[src/inc/dsem_pkg.sv]
package dsem_pkg;
  localparam int unsigned NUM_CH      = 64;
  localparam int unsigned PRIO_W      = 3;
  localparam int unsigned NUM_PIN_EVT = 16;
  // Channel assignments for the fixed event sources.
  localparam int unsigned CH_HOST_IRQ  = 0;
  localparam int unsigned CH_TIMER0    = 1;
  localparam int unsigned CH_TIMER1    = 2;
  localparam int unsigned CH_SDRAM_REF = 3;
  localparam int unsigned CH_PIN4      = 4;
  localparam int unsigned CH_PIN0      = 8;
  localparam int unsigned CH_SER0_TX   = 12;
  localparam int unsigned CH_SER0_RX   = 13;
  localparam int unsigned CH_SER1_TX   = 14;
  localparam int unsigned CH_SER1_RX   = 15;
  localparam int unsigned CH_TIMER2    = 19;
  localparam int unsigned CH_PIN8      = 48;
  localparam logic [63:0] CAPTURE_RST  = 64'h0000_0000_0000_0000;
  localparam logic [63:0] ENABLE_RST   = 64'h0000_0000_0000_0000;
endpackage

[src/core/dsem_event_map.sv]
`timescale 1ns/100ps
`default_nettype none
module dsem_event_map
  import dsem_pkg::*;
(
  // Clock, reset, enable.
  input  wire logic                      core_clk_in,
  input  wire logic                      rst_in,
  input  wire logic                      clk_en_in,
  // Peripheral event pulses from the core clock domain.
  input  wire logic                      host_irq_event_in,
  input  wire logic                      timer0_event_in,
  input  wire logic                      timer1_event_in,
  input  wire logic                      timer2_event_in,
  input  wire logic                      sdram_refresh_event_in,
  input  wire logic                      serial0_tx_event_in,
  input  wire logic                      serial0_rx_event_in,
  input  wire logic                      serial1_tx_event_in,
  input  wire logic                      serial1_rx_event_in,
  // Pin events; 4 to 7 are the external irq pins, asynchronous levels.
  input  wire logic [dsem_pkg::NUM_PIN_EVT-1:0] pin_event_in,
  // Completion chaining events, one per channel.
  input  wire logic [dsem_pkg::NUM_CH-1:0]      chain_event_in,
  // Control from the transfer controller.
  input  wire logic [dsem_pkg::NUM_CH-1:0]      event_enable_in,
  input  wire logic [dsem_pkg::NUM_CH-1:0]      event_clear_in,
  input  wire logic [dsem_pkg::NUM_CH-1:0]      xfer_start_in,
  input  wire logic [dsem_pkg::NUM_CH*dsem_pkg::PRIO_W-1:0] param_prio_in,
  // Captured events and requests.
  output logic      [31:0]               event_capture_low_out,
  output logic      [31:0]               event_capture_high_out,
  output logic      [dsem_pkg::NUM_CH-1:0]      xfer_req_out,
  output logic      [dsem_pkg::NUM_CH*dsem_pkg::PRIO_W-1:0] req_prio_out
);
  import dsem_pkg::*;

  ////////////////////////////////////////////////////////////////////////////
  logic [NUM_PIN_EVT-1:0] pin_sync;
  logic [NUM_PIN_EVT-1:0] pin_prev_q;
  logic [NUM_PIN_EVT-1:0] pin_prev_d;
  logic [NUM_PIN_EVT-1:0] pin_rise;

  // Pins are asynchronous, so they are synchronised before edge detection.
  dsem_sync2 #(.W(NUM_PIN_EVT)) u_pin_sync (
    .core_clk_in (core_clk_in),
    .rst_in      (rst_in),
    .clk_en_in   (clk_en_in),
    .async_in    (pin_event_in),
    .sync_out    (pin_sync)
  );

  // A pin event therefore reaches its capture bit three edges after the pin rises.
  always_comb begin
    pin_prev_d = clk_en_in ? pin_sync : pin_prev_q;
    pin_rise   = pin_sync & ~pin_prev_q;
  end

  // The history resets to the idle pin level, so leaving reset makes no false edge.
  always_ff @(posedge core_clk_in) begin
    if (rst_in) begin
      pin_prev_q <= '0;
    end else begin
      pin_prev_q <= pin_prev_d;
    end
  end

  ////////////////////////////////////////////////////////////////////////////
  logic [NUM_CH-1:0] periph_evt;
  logic [NUM_CH-1:0] any_evt;

  // Fixed wiring; unassigned channels stay zero.
  always_comb begin
    periph_evt = '0;
    periph_evt[CH_HOST_IRQ]  = host_irq_event_in;
    periph_evt[CH_TIMER0]    = timer0_event_in;
    periph_evt[CH_TIMER1]    = timer1_event_in;
    periph_evt[CH_SDRAM_REF] = sdram_refresh_event_in;
    periph_evt[CH_TIMER2]    = timer2_event_in;
    periph_evt[CH_SER0_TX]   = serial0_tx_event_in;
    periph_evt[CH_SER0_RX]   = serial0_rx_event_in;
    periph_evt[CH_SER1_TX]   = serial1_tx_event_in;
    periph_evt[CH_SER1_RX]   = serial1_rx_event_in;
    periph_evt[CH_PIN4 +: 4] = pin_rise[7:4];
    periph_evt[CH_PIN0 +: 4] = pin_rise[3:0];
    periph_evt[CH_PIN8 +: 8] = pin_rise[15:8];
    any_evt = periph_evt | chain_event_in;
  end

  ////////////////////////////////////////////////////////////////////////////
  logic [NUM_CH-1:0] capture_q;
  logic [NUM_CH-1:0] capture_d;

  // A new event beats a clear in the same cycle so the clear never drops it.
  // Start and clear share one path: both mean the pending event has been dealt with.
  always_comb begin
    capture_d = capture_q;
    if (clk_en_in) begin
      capture_d = (capture_q & ~(event_clear_in | xfer_start_in)) | any_evt;
    end
  end

  always_ff @(posedge core_clk_in) begin
    if (rst_in) begin
      capture_q <= CAPTURE_RST;
    end else begin
      capture_q <= capture_d;
    end
  end

  ////////////////////////////////////////////////////////////////////////////
  logic [NUM_CH*PRIO_W-1:0] prio_q;
  logic [NUM_CH*PRIO_W-1:0] prio_d;

  // Priority is latched per channel, independent of every other channel.
  always_comb begin
    prio_d = clk_en_in ? param_prio_in : prio_q;
  end

  always_ff @(posedge core_clk_in) begin
    if (rst_in) begin
      prio_q <= '0;
    end else begin
      prio_q <= prio_d;
    end
  end

  assign event_capture_low_out  = capture_q[31:0];
  assign event_capture_high_out = capture_q[63:32];
  // Disabled channels keep their capture bit but raise no request.
  assign xfer_req_out           = capture_q & event_enable_in;
  assign req_prio_out           = prio_q;

  ////////////////////////////////////////////////////////////////////////////
  // Routing: every event lands on its own channel and nowhere else.
  a_every_channel: assert property (@(posedge core_clk_in) disable iff (rst_in)
    clk_en_in |=> (capture_q & $past(any_evt)) == $past(any_evt))
    else $error("event lost on its own channel");
  a_fixed_route: assert property (@(posedge core_clk_in) disable iff (rst_in)
    clk_en_in && !timer0_event_in && !chain_event_in[CH_TIMER0] && !capture_q[CH_TIMER0]
    |=> !capture_q[CH_TIMER0])
    else $error("channel 1 set without its own event");
  a_host_route: assert property (@(posedge core_clk_in) disable iff (rst_in)
    clk_en_in && host_irq_event_in |=> capture_q[CH_HOST_IRQ])
    else $error("host event not on channel 0");
  a_timer1_route: assert property (@(posedge core_clk_in) disable iff (rst_in)
    clk_en_in && timer1_event_in |=> capture_q[CH_TIMER1])
    else $error("timer 1 event not on channel 2");
  a_capture_on_event: assert property (@(posedge core_clk_in) disable iff (rst_in)
    clk_en_in && timer2_event_in |=> capture_q[CH_TIMER2])
    else $error("timer 2 event not captured");
  a_gp_low_route: assert property (@(posedge core_clk_in) disable iff (rst_in)
    clk_en_in && pin_rise[2] |=> capture_q[CH_PIN0 + 2])
    else $error("pin event 2 not on channel 10");
  a_gp_high_route: assert property (@(posedge core_clk_in) disable iff (rst_in)
    clk_en_in && pin_rise[12] |=> capture_q[CH_PIN8 + 4])
    else $error("pin event 12 not on channel 52");
  a_sdram_route: assert property (@(posedge core_clk_in) disable iff (rst_in)
    clk_en_in && sdram_refresh_event_in |=> capture_q[CH_SDRAM_REF])
    else $error("refresh event not on channel 3");
  a_pin_to_ch: assert property (@(posedge core_clk_in) disable iff (rst_in)
    clk_en_in && pin_rise[5] |=> capture_q[5])
    else $error("pin event 5 not on channel 5");
  a_pin_ext_route: assert property (@(posedge core_clk_in) disable iff (rst_in)
    clk_en_in && pin_rise[7] |=> capture_q[CH_PIN4 + 3])
    else $error("pin event 7 not on channel 7");
  a_no_fall: assert property (@(posedge core_clk_in) disable iff (rst_in)
    clk_en_in && !pin_rise[6] && !chain_event_in[6] && !capture_q[6] |=> !capture_q[6])
    else $error("channel 6 set without a rising pin");
  a_ser0_tx_route: assert property (@(posedge core_clk_in) disable iff (rst_in)
    clk_en_in && serial0_tx_event_in |=> capture_q[CH_SER0_TX])
    else $error("serial 0 transmit event misrouted");
  a_ser1_tx_route: assert property (@(posedge core_clk_in) disable iff (rst_in)
    clk_en_in && serial1_tx_event_in |=> capture_q[CH_SER1_TX])
    else $error("serial 1 transmit event misrouted");
  a_serial_map: assert property (@(posedge core_clk_in) disable iff (rst_in)
    clk_en_in && serial1_rx_event_in |=> capture_q[CH_SER1_RX])
    else $error("serial rx event misrouted");
  a_unmapped_quiet: assert property (@(posedge core_clk_in) disable iff (rst_in)
    clk_en_in && !chain_event_in[20] && !capture_q[20] |=> !capture_q[20])
    else $error("unmapped channel captured");
  a_chain_any: assert property (@(posedge core_clk_in) disable iff (rst_in)
    clk_en_in && chain_event_in[63] |=> capture_q[63])
    else $error("chain event not captured");

  // Capture and release.
  a_capture_disabled: assert property (@(posedge core_clk_in) disable iff (rst_in)
    clk_en_in && sdram_refresh_event_in && !event_enable_in[CH_SDRAM_REF]
    |=> capture_q[CH_SDRAM_REF])
    else $error("disabled channel lost event");
  a_req_enable: assert property (@(posedge core_clk_in) disable iff (rst_in)
    clk_en_in && chain_event_in[0] |=> xfer_req_out[0] == event_enable_in[0])
    else $error("request does not follow enable");
  a_capture_hold: assert property (@(posedge core_clk_in) disable iff (rst_in)
    capture_q[1] && !event_clear_in[1] && !xfer_start_in[1] |=> capture_q[1])
    else $error("capture bit dropped");
  a_capture_clear: assert property (@(posedge core_clk_in) disable iff (rst_in)
    clk_en_in && xfer_start_in[0] && !any_evt[0] |=> !capture_q[0])
    else $error("serviced bit not cleared");
  a_set_wins: assert property (@(posedge core_clk_in) disable iff (rst_in)
    clk_en_in && any_evt[1] && event_clear_in[1] |=> capture_q[1])
    else $error("clear beat a same-cycle event");
  a_frozen_capture: assert property (@(posedge core_clk_in) disable iff (rst_in)
    !clk_en_in |=> capture_q == $past(capture_q))
    else $error("capture moved while frozen");

  // Priority.
  a_prio_follow: assert property (@(posedge core_clk_in) disable iff (rst_in)
    clk_en_in |=> req_prio_out == $past(param_prio_in))
    else $error("priority not taken");
  a_prio_frozen: assert property (@(posedge core_clk_in) disable iff (rst_in)
    !clk_en_in |=> req_prio_out == $past(req_prio_out))
    else $error("priority moved while frozen");

  // Main scenarios.
  c_capture_disabled: cover property (@(posedge core_clk_in) disable iff (rst_in)
    capture_q[3] && !event_enable_in[3]);
  c_chain_trigger: cover property (@(posedge core_clk_in) disable iff (rst_in)
    chain_event_in[40] ##1 capture_q[40]);
  c_set_and_clear: cover property (@(posedge core_clk_in) disable iff (rst_in)
    any_evt[1] && event_clear_in[1]);
  c_pin_event: cover property (@(posedge core_clk_in) disable iff (rst_in)
    pin_rise[12] ##1 capture_q[CH_PIN8 + 4]);
  c_frozen_event: cover property (@(posedge core_clk_in) disable iff (rst_in)
    !clk_en_in && chain_event_in[30]);
endmodule
`default_nettype wire

[src/core/dsem_sync2.sv]
`timescale 1ns/100ps
`default_nettype none
// Two-stage synchroniser for a vector of asynchronous inputs.
module dsem_sync2 #(
  parameter int unsigned W = 1
) (
  input  wire logic         core_clk_in,
  input  wire logic         rst_in,
  input  wire logic         clk_en_in,
  input  wire logic [W-1:0] async_in,
  output logic      [W-1:0] sync_out
);
  logic [W-1:0] meta_q;
  logic [W-1:0] meta_d;
  logic [W-1:0] sync_q;
  logic [W-1:0] sync_d;

  always_comb begin
    meta_d = clk_en_in ? async_in : meta_q;
    sync_d = clk_en_in ? meta_q : sync_q;
  end

  always_ff @(posedge core_clk_in) begin
    if (rst_in) begin
      meta_q <= '0;
      sync_q <= '0;
    end else begin
      meta_q <= meta_d;
      sync_q <= sync_d;
    end
  end

  assign sync_out = sync_q;
endmodule
`default_nettype wire

[config.mk]
export PLATFORM = sky130hd
export DESIGN_NAME = dsem_event_map
export DESIGN_NICKNAME = d
export VERILOG_FILES = /design/src/inc/dsem_pkg.sv /design/src/core/dsem_event_map.sv /design/src/core/dsem_sync2.sv
export SDC_FILE = /design/constraint.sdc
export NUM_CORES = 1
export LEC_CHECK = 0
export BUFFER_PORTS_ARGS = -buffer_cell sky130_fd_sc_hd__buf_2
export CORE_AREA = 2 2 305 307
export CTS_CLUSTER_SIZE = 40
export DETAILED_ROUTE_END_ITERATION = 10
export DIE_AREA = 0 0 307 309
export PLACE_DENSITY = 0.38
export RECOVER_POWER = 25
export SETUP_SLACK_MARGIN = 0.1
export SYNTH_ARGS = -nofsm -noshare
export SYNTH_HDL_FRONTEND = slang
export SYNTH_SLANG_ARGS = --single-unit
[constraint.sdc]
create_clock -name core_clk_in -period 0.8 [get_ports core_clk_in]
set_clock_uncertainty 0.05 [all_clocks]
set_input_delay 0.04 -clock core_clk_in [delete_from_list [all_inputs] [get_ports core_clk_in]]
set_output_delay 0.04 -clock core_clk_in [all_outputs]
set_load 0.01 [all_outputs]
==> results.sh <==
export IMPL_status="finished, violations left"
export IMPL_violations="negative hold slack, negative setup slack"
export IMPL_hpwl_microns=46440
export IMPL_hold_end="capture_q[9]$_SDFFE_PP0P_"
export IMPL_ir_drop_mv=1.276
export IMPL_synth_compound_area_share_pct=8.399
export IMPL_yosys_area_share_simple_pct=13.74
export IMPL_portBuffers=795
export IMPL_arrival_ns=1.18
export IMPL_end_kind="output pin"
export IMPL_dp_cells=3168
export IMPL_cts_root_buffer="clkbuf_16"
export IMPL_hp_start="event_clear_in[9]"
export IMPL_grt_max_degree=36
export IMPL_setup_slack_ns=-0.4658
export IMPL_clock_latency_ns=0.55
export IMPL_r2r_slack_ns=-0.11
export IMPL_postSynthAreaPerCell_sq_um=10.34
export IMPL_powerDensity_nw_per_um2=1628
export IMPL_drt_wl_total_microns=61430
export IMPL_h_tree_depth=2
export IMPL_yosysWarnings=0
export IMPL_wl_per_cell_microns=16.44
export IMPL_grt_setup_unrepaired="yes"
export IMPL_holdBufCountCts=405
export IMPL_crit_required_ns=0.71
export IMPL_period_share_pct=158.2
export IMPL_finalHoldViolations=74
export IMPL_finalSetupViolations=343
export IMPL_most_common_layout_cells="buf_2, buf_6, dlygate4sd3_1"
export IMPL_critical_path_class="reg2out"
export IMPL_initial_utilization_pct=13.07
export IMPL_worstMarginPinSlew_ns=0.3282
export IMPL_p_leak_nw=12.46
export IMPL_layout_commonest_cell="buf_2"
export IMPL_hold_class="in2reg"
export IMPL_num_nets_final=2996
export IMPL_synth_top_family_by_area="multiplexers"
export IMPL_fin_crit_ns=1.266
export IMPL_cp_max_fo=3
export IMPL_gp_congestion=0.8408
export IMPL_synthAdderAreaFrac_pct=0
export IMPL_r2r_end="capture_q[27]$_SDFFE_PP0P_"
export IMPL_synthMuxAreaShare_pct=20.11
export IMPL_core_area_sq_um=91390
export IMPL_critPathLaunchType="register"
export IMPL_synth_xor_area_share_pct=0
export IMPL_grt_pass1_wl_microns=86150
export IMPL_drtIter0Drc=414
export IMPL_grt_use_total_pct=11.92
export IMPL_antenna_found_initial=20
export IMPL_syn_to_final_growth_pct=124.7
export IMPL_slew_violations=0
export IMPL_viasPerCell=3.655
export IMPL_max_cap_violations=0
export IMPL_die_area_sq_um=94860
export IMPL_gr_total_overflow=0
export IMPL_first_global_vias=14510
export IMPL_synth_seq_cells=304
export IMPL_clk_pin_slew_ns=0.06
export IMPL_synth_area_sq_um=11950
export IMPL_fillCellCount=9471
export IMPL_antenna_left=0
export IMPL_final_cell_count_no_fill=3737
export IMPL_cts_buffers=38
export IMPL_row_count=111
export IMPL_dp_worst_setup_slack_ns=-0.3322
export IMPL_ios=796
export IMPL_rr_worst_depth=4
export IMPL_ys_seq_area_share_pct=50.94
export IMPL_clk_path_buf_depth=3
export IMPL_whs_path_depth=4
export IMPL_die_h_microns=309
export IMPL_drive_gt1_share_pct=55.90
export IMPL_vias=13660
export IMPL_cts_tree="done"
export IMPL_worstReg2RegStart="capture_q[27]$_SDFFE_PP0P_"
export IMPL_synthCells=1156
export IMPL_max_clock_freq_mhz=790.0
export IMPL_cts_sink_count=304
export IMPL_first_pass_iters=4
export IMPL_synth_distinct_cells=18
export IMPL_drc=0
export IMPL_whs_ns=-0.1933
export IMPL_synth_nets=1632
export IMPL_slew_headroom_pct=77.89
export IMPL_die_x_microns=307
-- cells by family after synthesis --
| logic type | count (synthesis) |
|---|---|
| muxes | 240 |
| AOI/OAI and AO/OA | 153 |
| DFF | 304 |
| and+or+nand+nor | 384 |
| buffers and inverters | 75 |
-- per-layer routing --
metal	routed length (microns)	up-vias	track usage, %
met5	27	-	0
met1	24550	6376	13.73
met4	1877	4	3.891
met2	29260	552	20.43
li1	-	6631	-
met3	5716	97	4.351
-- cell usage after synthesis, drive strengths merged --
cell type,count,area [sq um]
o21ai,89,505.5
a21oi,25,125.1
clkbuf,14,52.55
dfxtp,304,6086
nor2b,16,100.1
mux2i,240,2402
buf,61,762.0
and2,64,400.4
nor2,279,1047
a22oi,39,372.9
nand2,25,93.84
-- how the worst max path moves through the flow --
stage | start | end | slack (ns) | cells after the start
5_1_grt | capture_q[61]$_SDFFE_PP0P_ | xfer_req_out[61] | -0.53 | 2
2_1_floorplan | clk_en_in | req_prio_out[100]$_SDFFE_PP0P_ | -0.03 | 5
4_1_cts | capture_q[0]$_SDFFE_PP0P_ | xfer_req_out[0] | -0.53 | 2
6_report | capture_q[59]$_SDFFE_PP0P_ | xfer_req_out[59] | -0.47 | 2
3_3_place_gp | clk_en_in | pin_prev_q[4]$_SDFFE_PP0P_ | -0.32 | 5
3_5_place_dp | clk_en_in | u_pin_sync.sync_out[7]$_SDFFE_PP0P_ | -0.33 | 5
-- where the power goes --
| group | switching, mW | internal [mW] |
|---|---|---|
| clock | 6.76 | 10.8 |
| combinational | 3.52 | 5.77 |
| sequential | 0.726 | 16.1 |
| total | 11.0 | 32.7 |
-- stage by stage --
stage               cell area, sq um  utilization, %  power, mW  TNS, ns  hold WS [ns]
floorplan                      12100               -      19.60   -6.901        0.1372
global placement               17770           19.44      22.62   -60.20        0.2234
detailed placement             17770           19.44      22.67   -65.81        0.2322
CTS                            25970           28.42      44.05  -119.64       -0.2082
global route                   26830           29.35      45.82  -126.23       -0.1747
finish                         26840           29.37      43.70  -105.40       -0.1933
-- sequential cells by signal (all words and copies together), names as in the netlist --
register,cells
u_pin_sync.sync_out,16
pin_prev_q,16
capture_q,64
u_pin_sync.meta_q,16
req_prio_out,192
-- worst max-delay path, stage by stage (launching register included) --
cell	delay, ns
dfxtp_2	0.34
and2_4	0.15
buf_8	0.14
-- cell type report --
class / count / area [sq um] / area share [%]
multi-input cells: 777 / 5497 / 20.48
clock inverters: 10 / 178.9 / 0.6665
repair buffers: 1399 / 12170 / 45.35
flip-flops and latches: 304 / 6431 / 23.96
diodes: 7 / 17.52 / 0.06526
well taps: 1186 / 1484 / 5.528
clock buffers: 54 / 1062 / 3.957
-- repair_timing --
action,CTS,global route
setup endpoints to repair,385,499
endpoints found under the hold margin,295,106
pin swaps,59,128
setup buffers,48,51
resized for setup,750,158
Note: power is estimated with default switching activity, not from simulation.
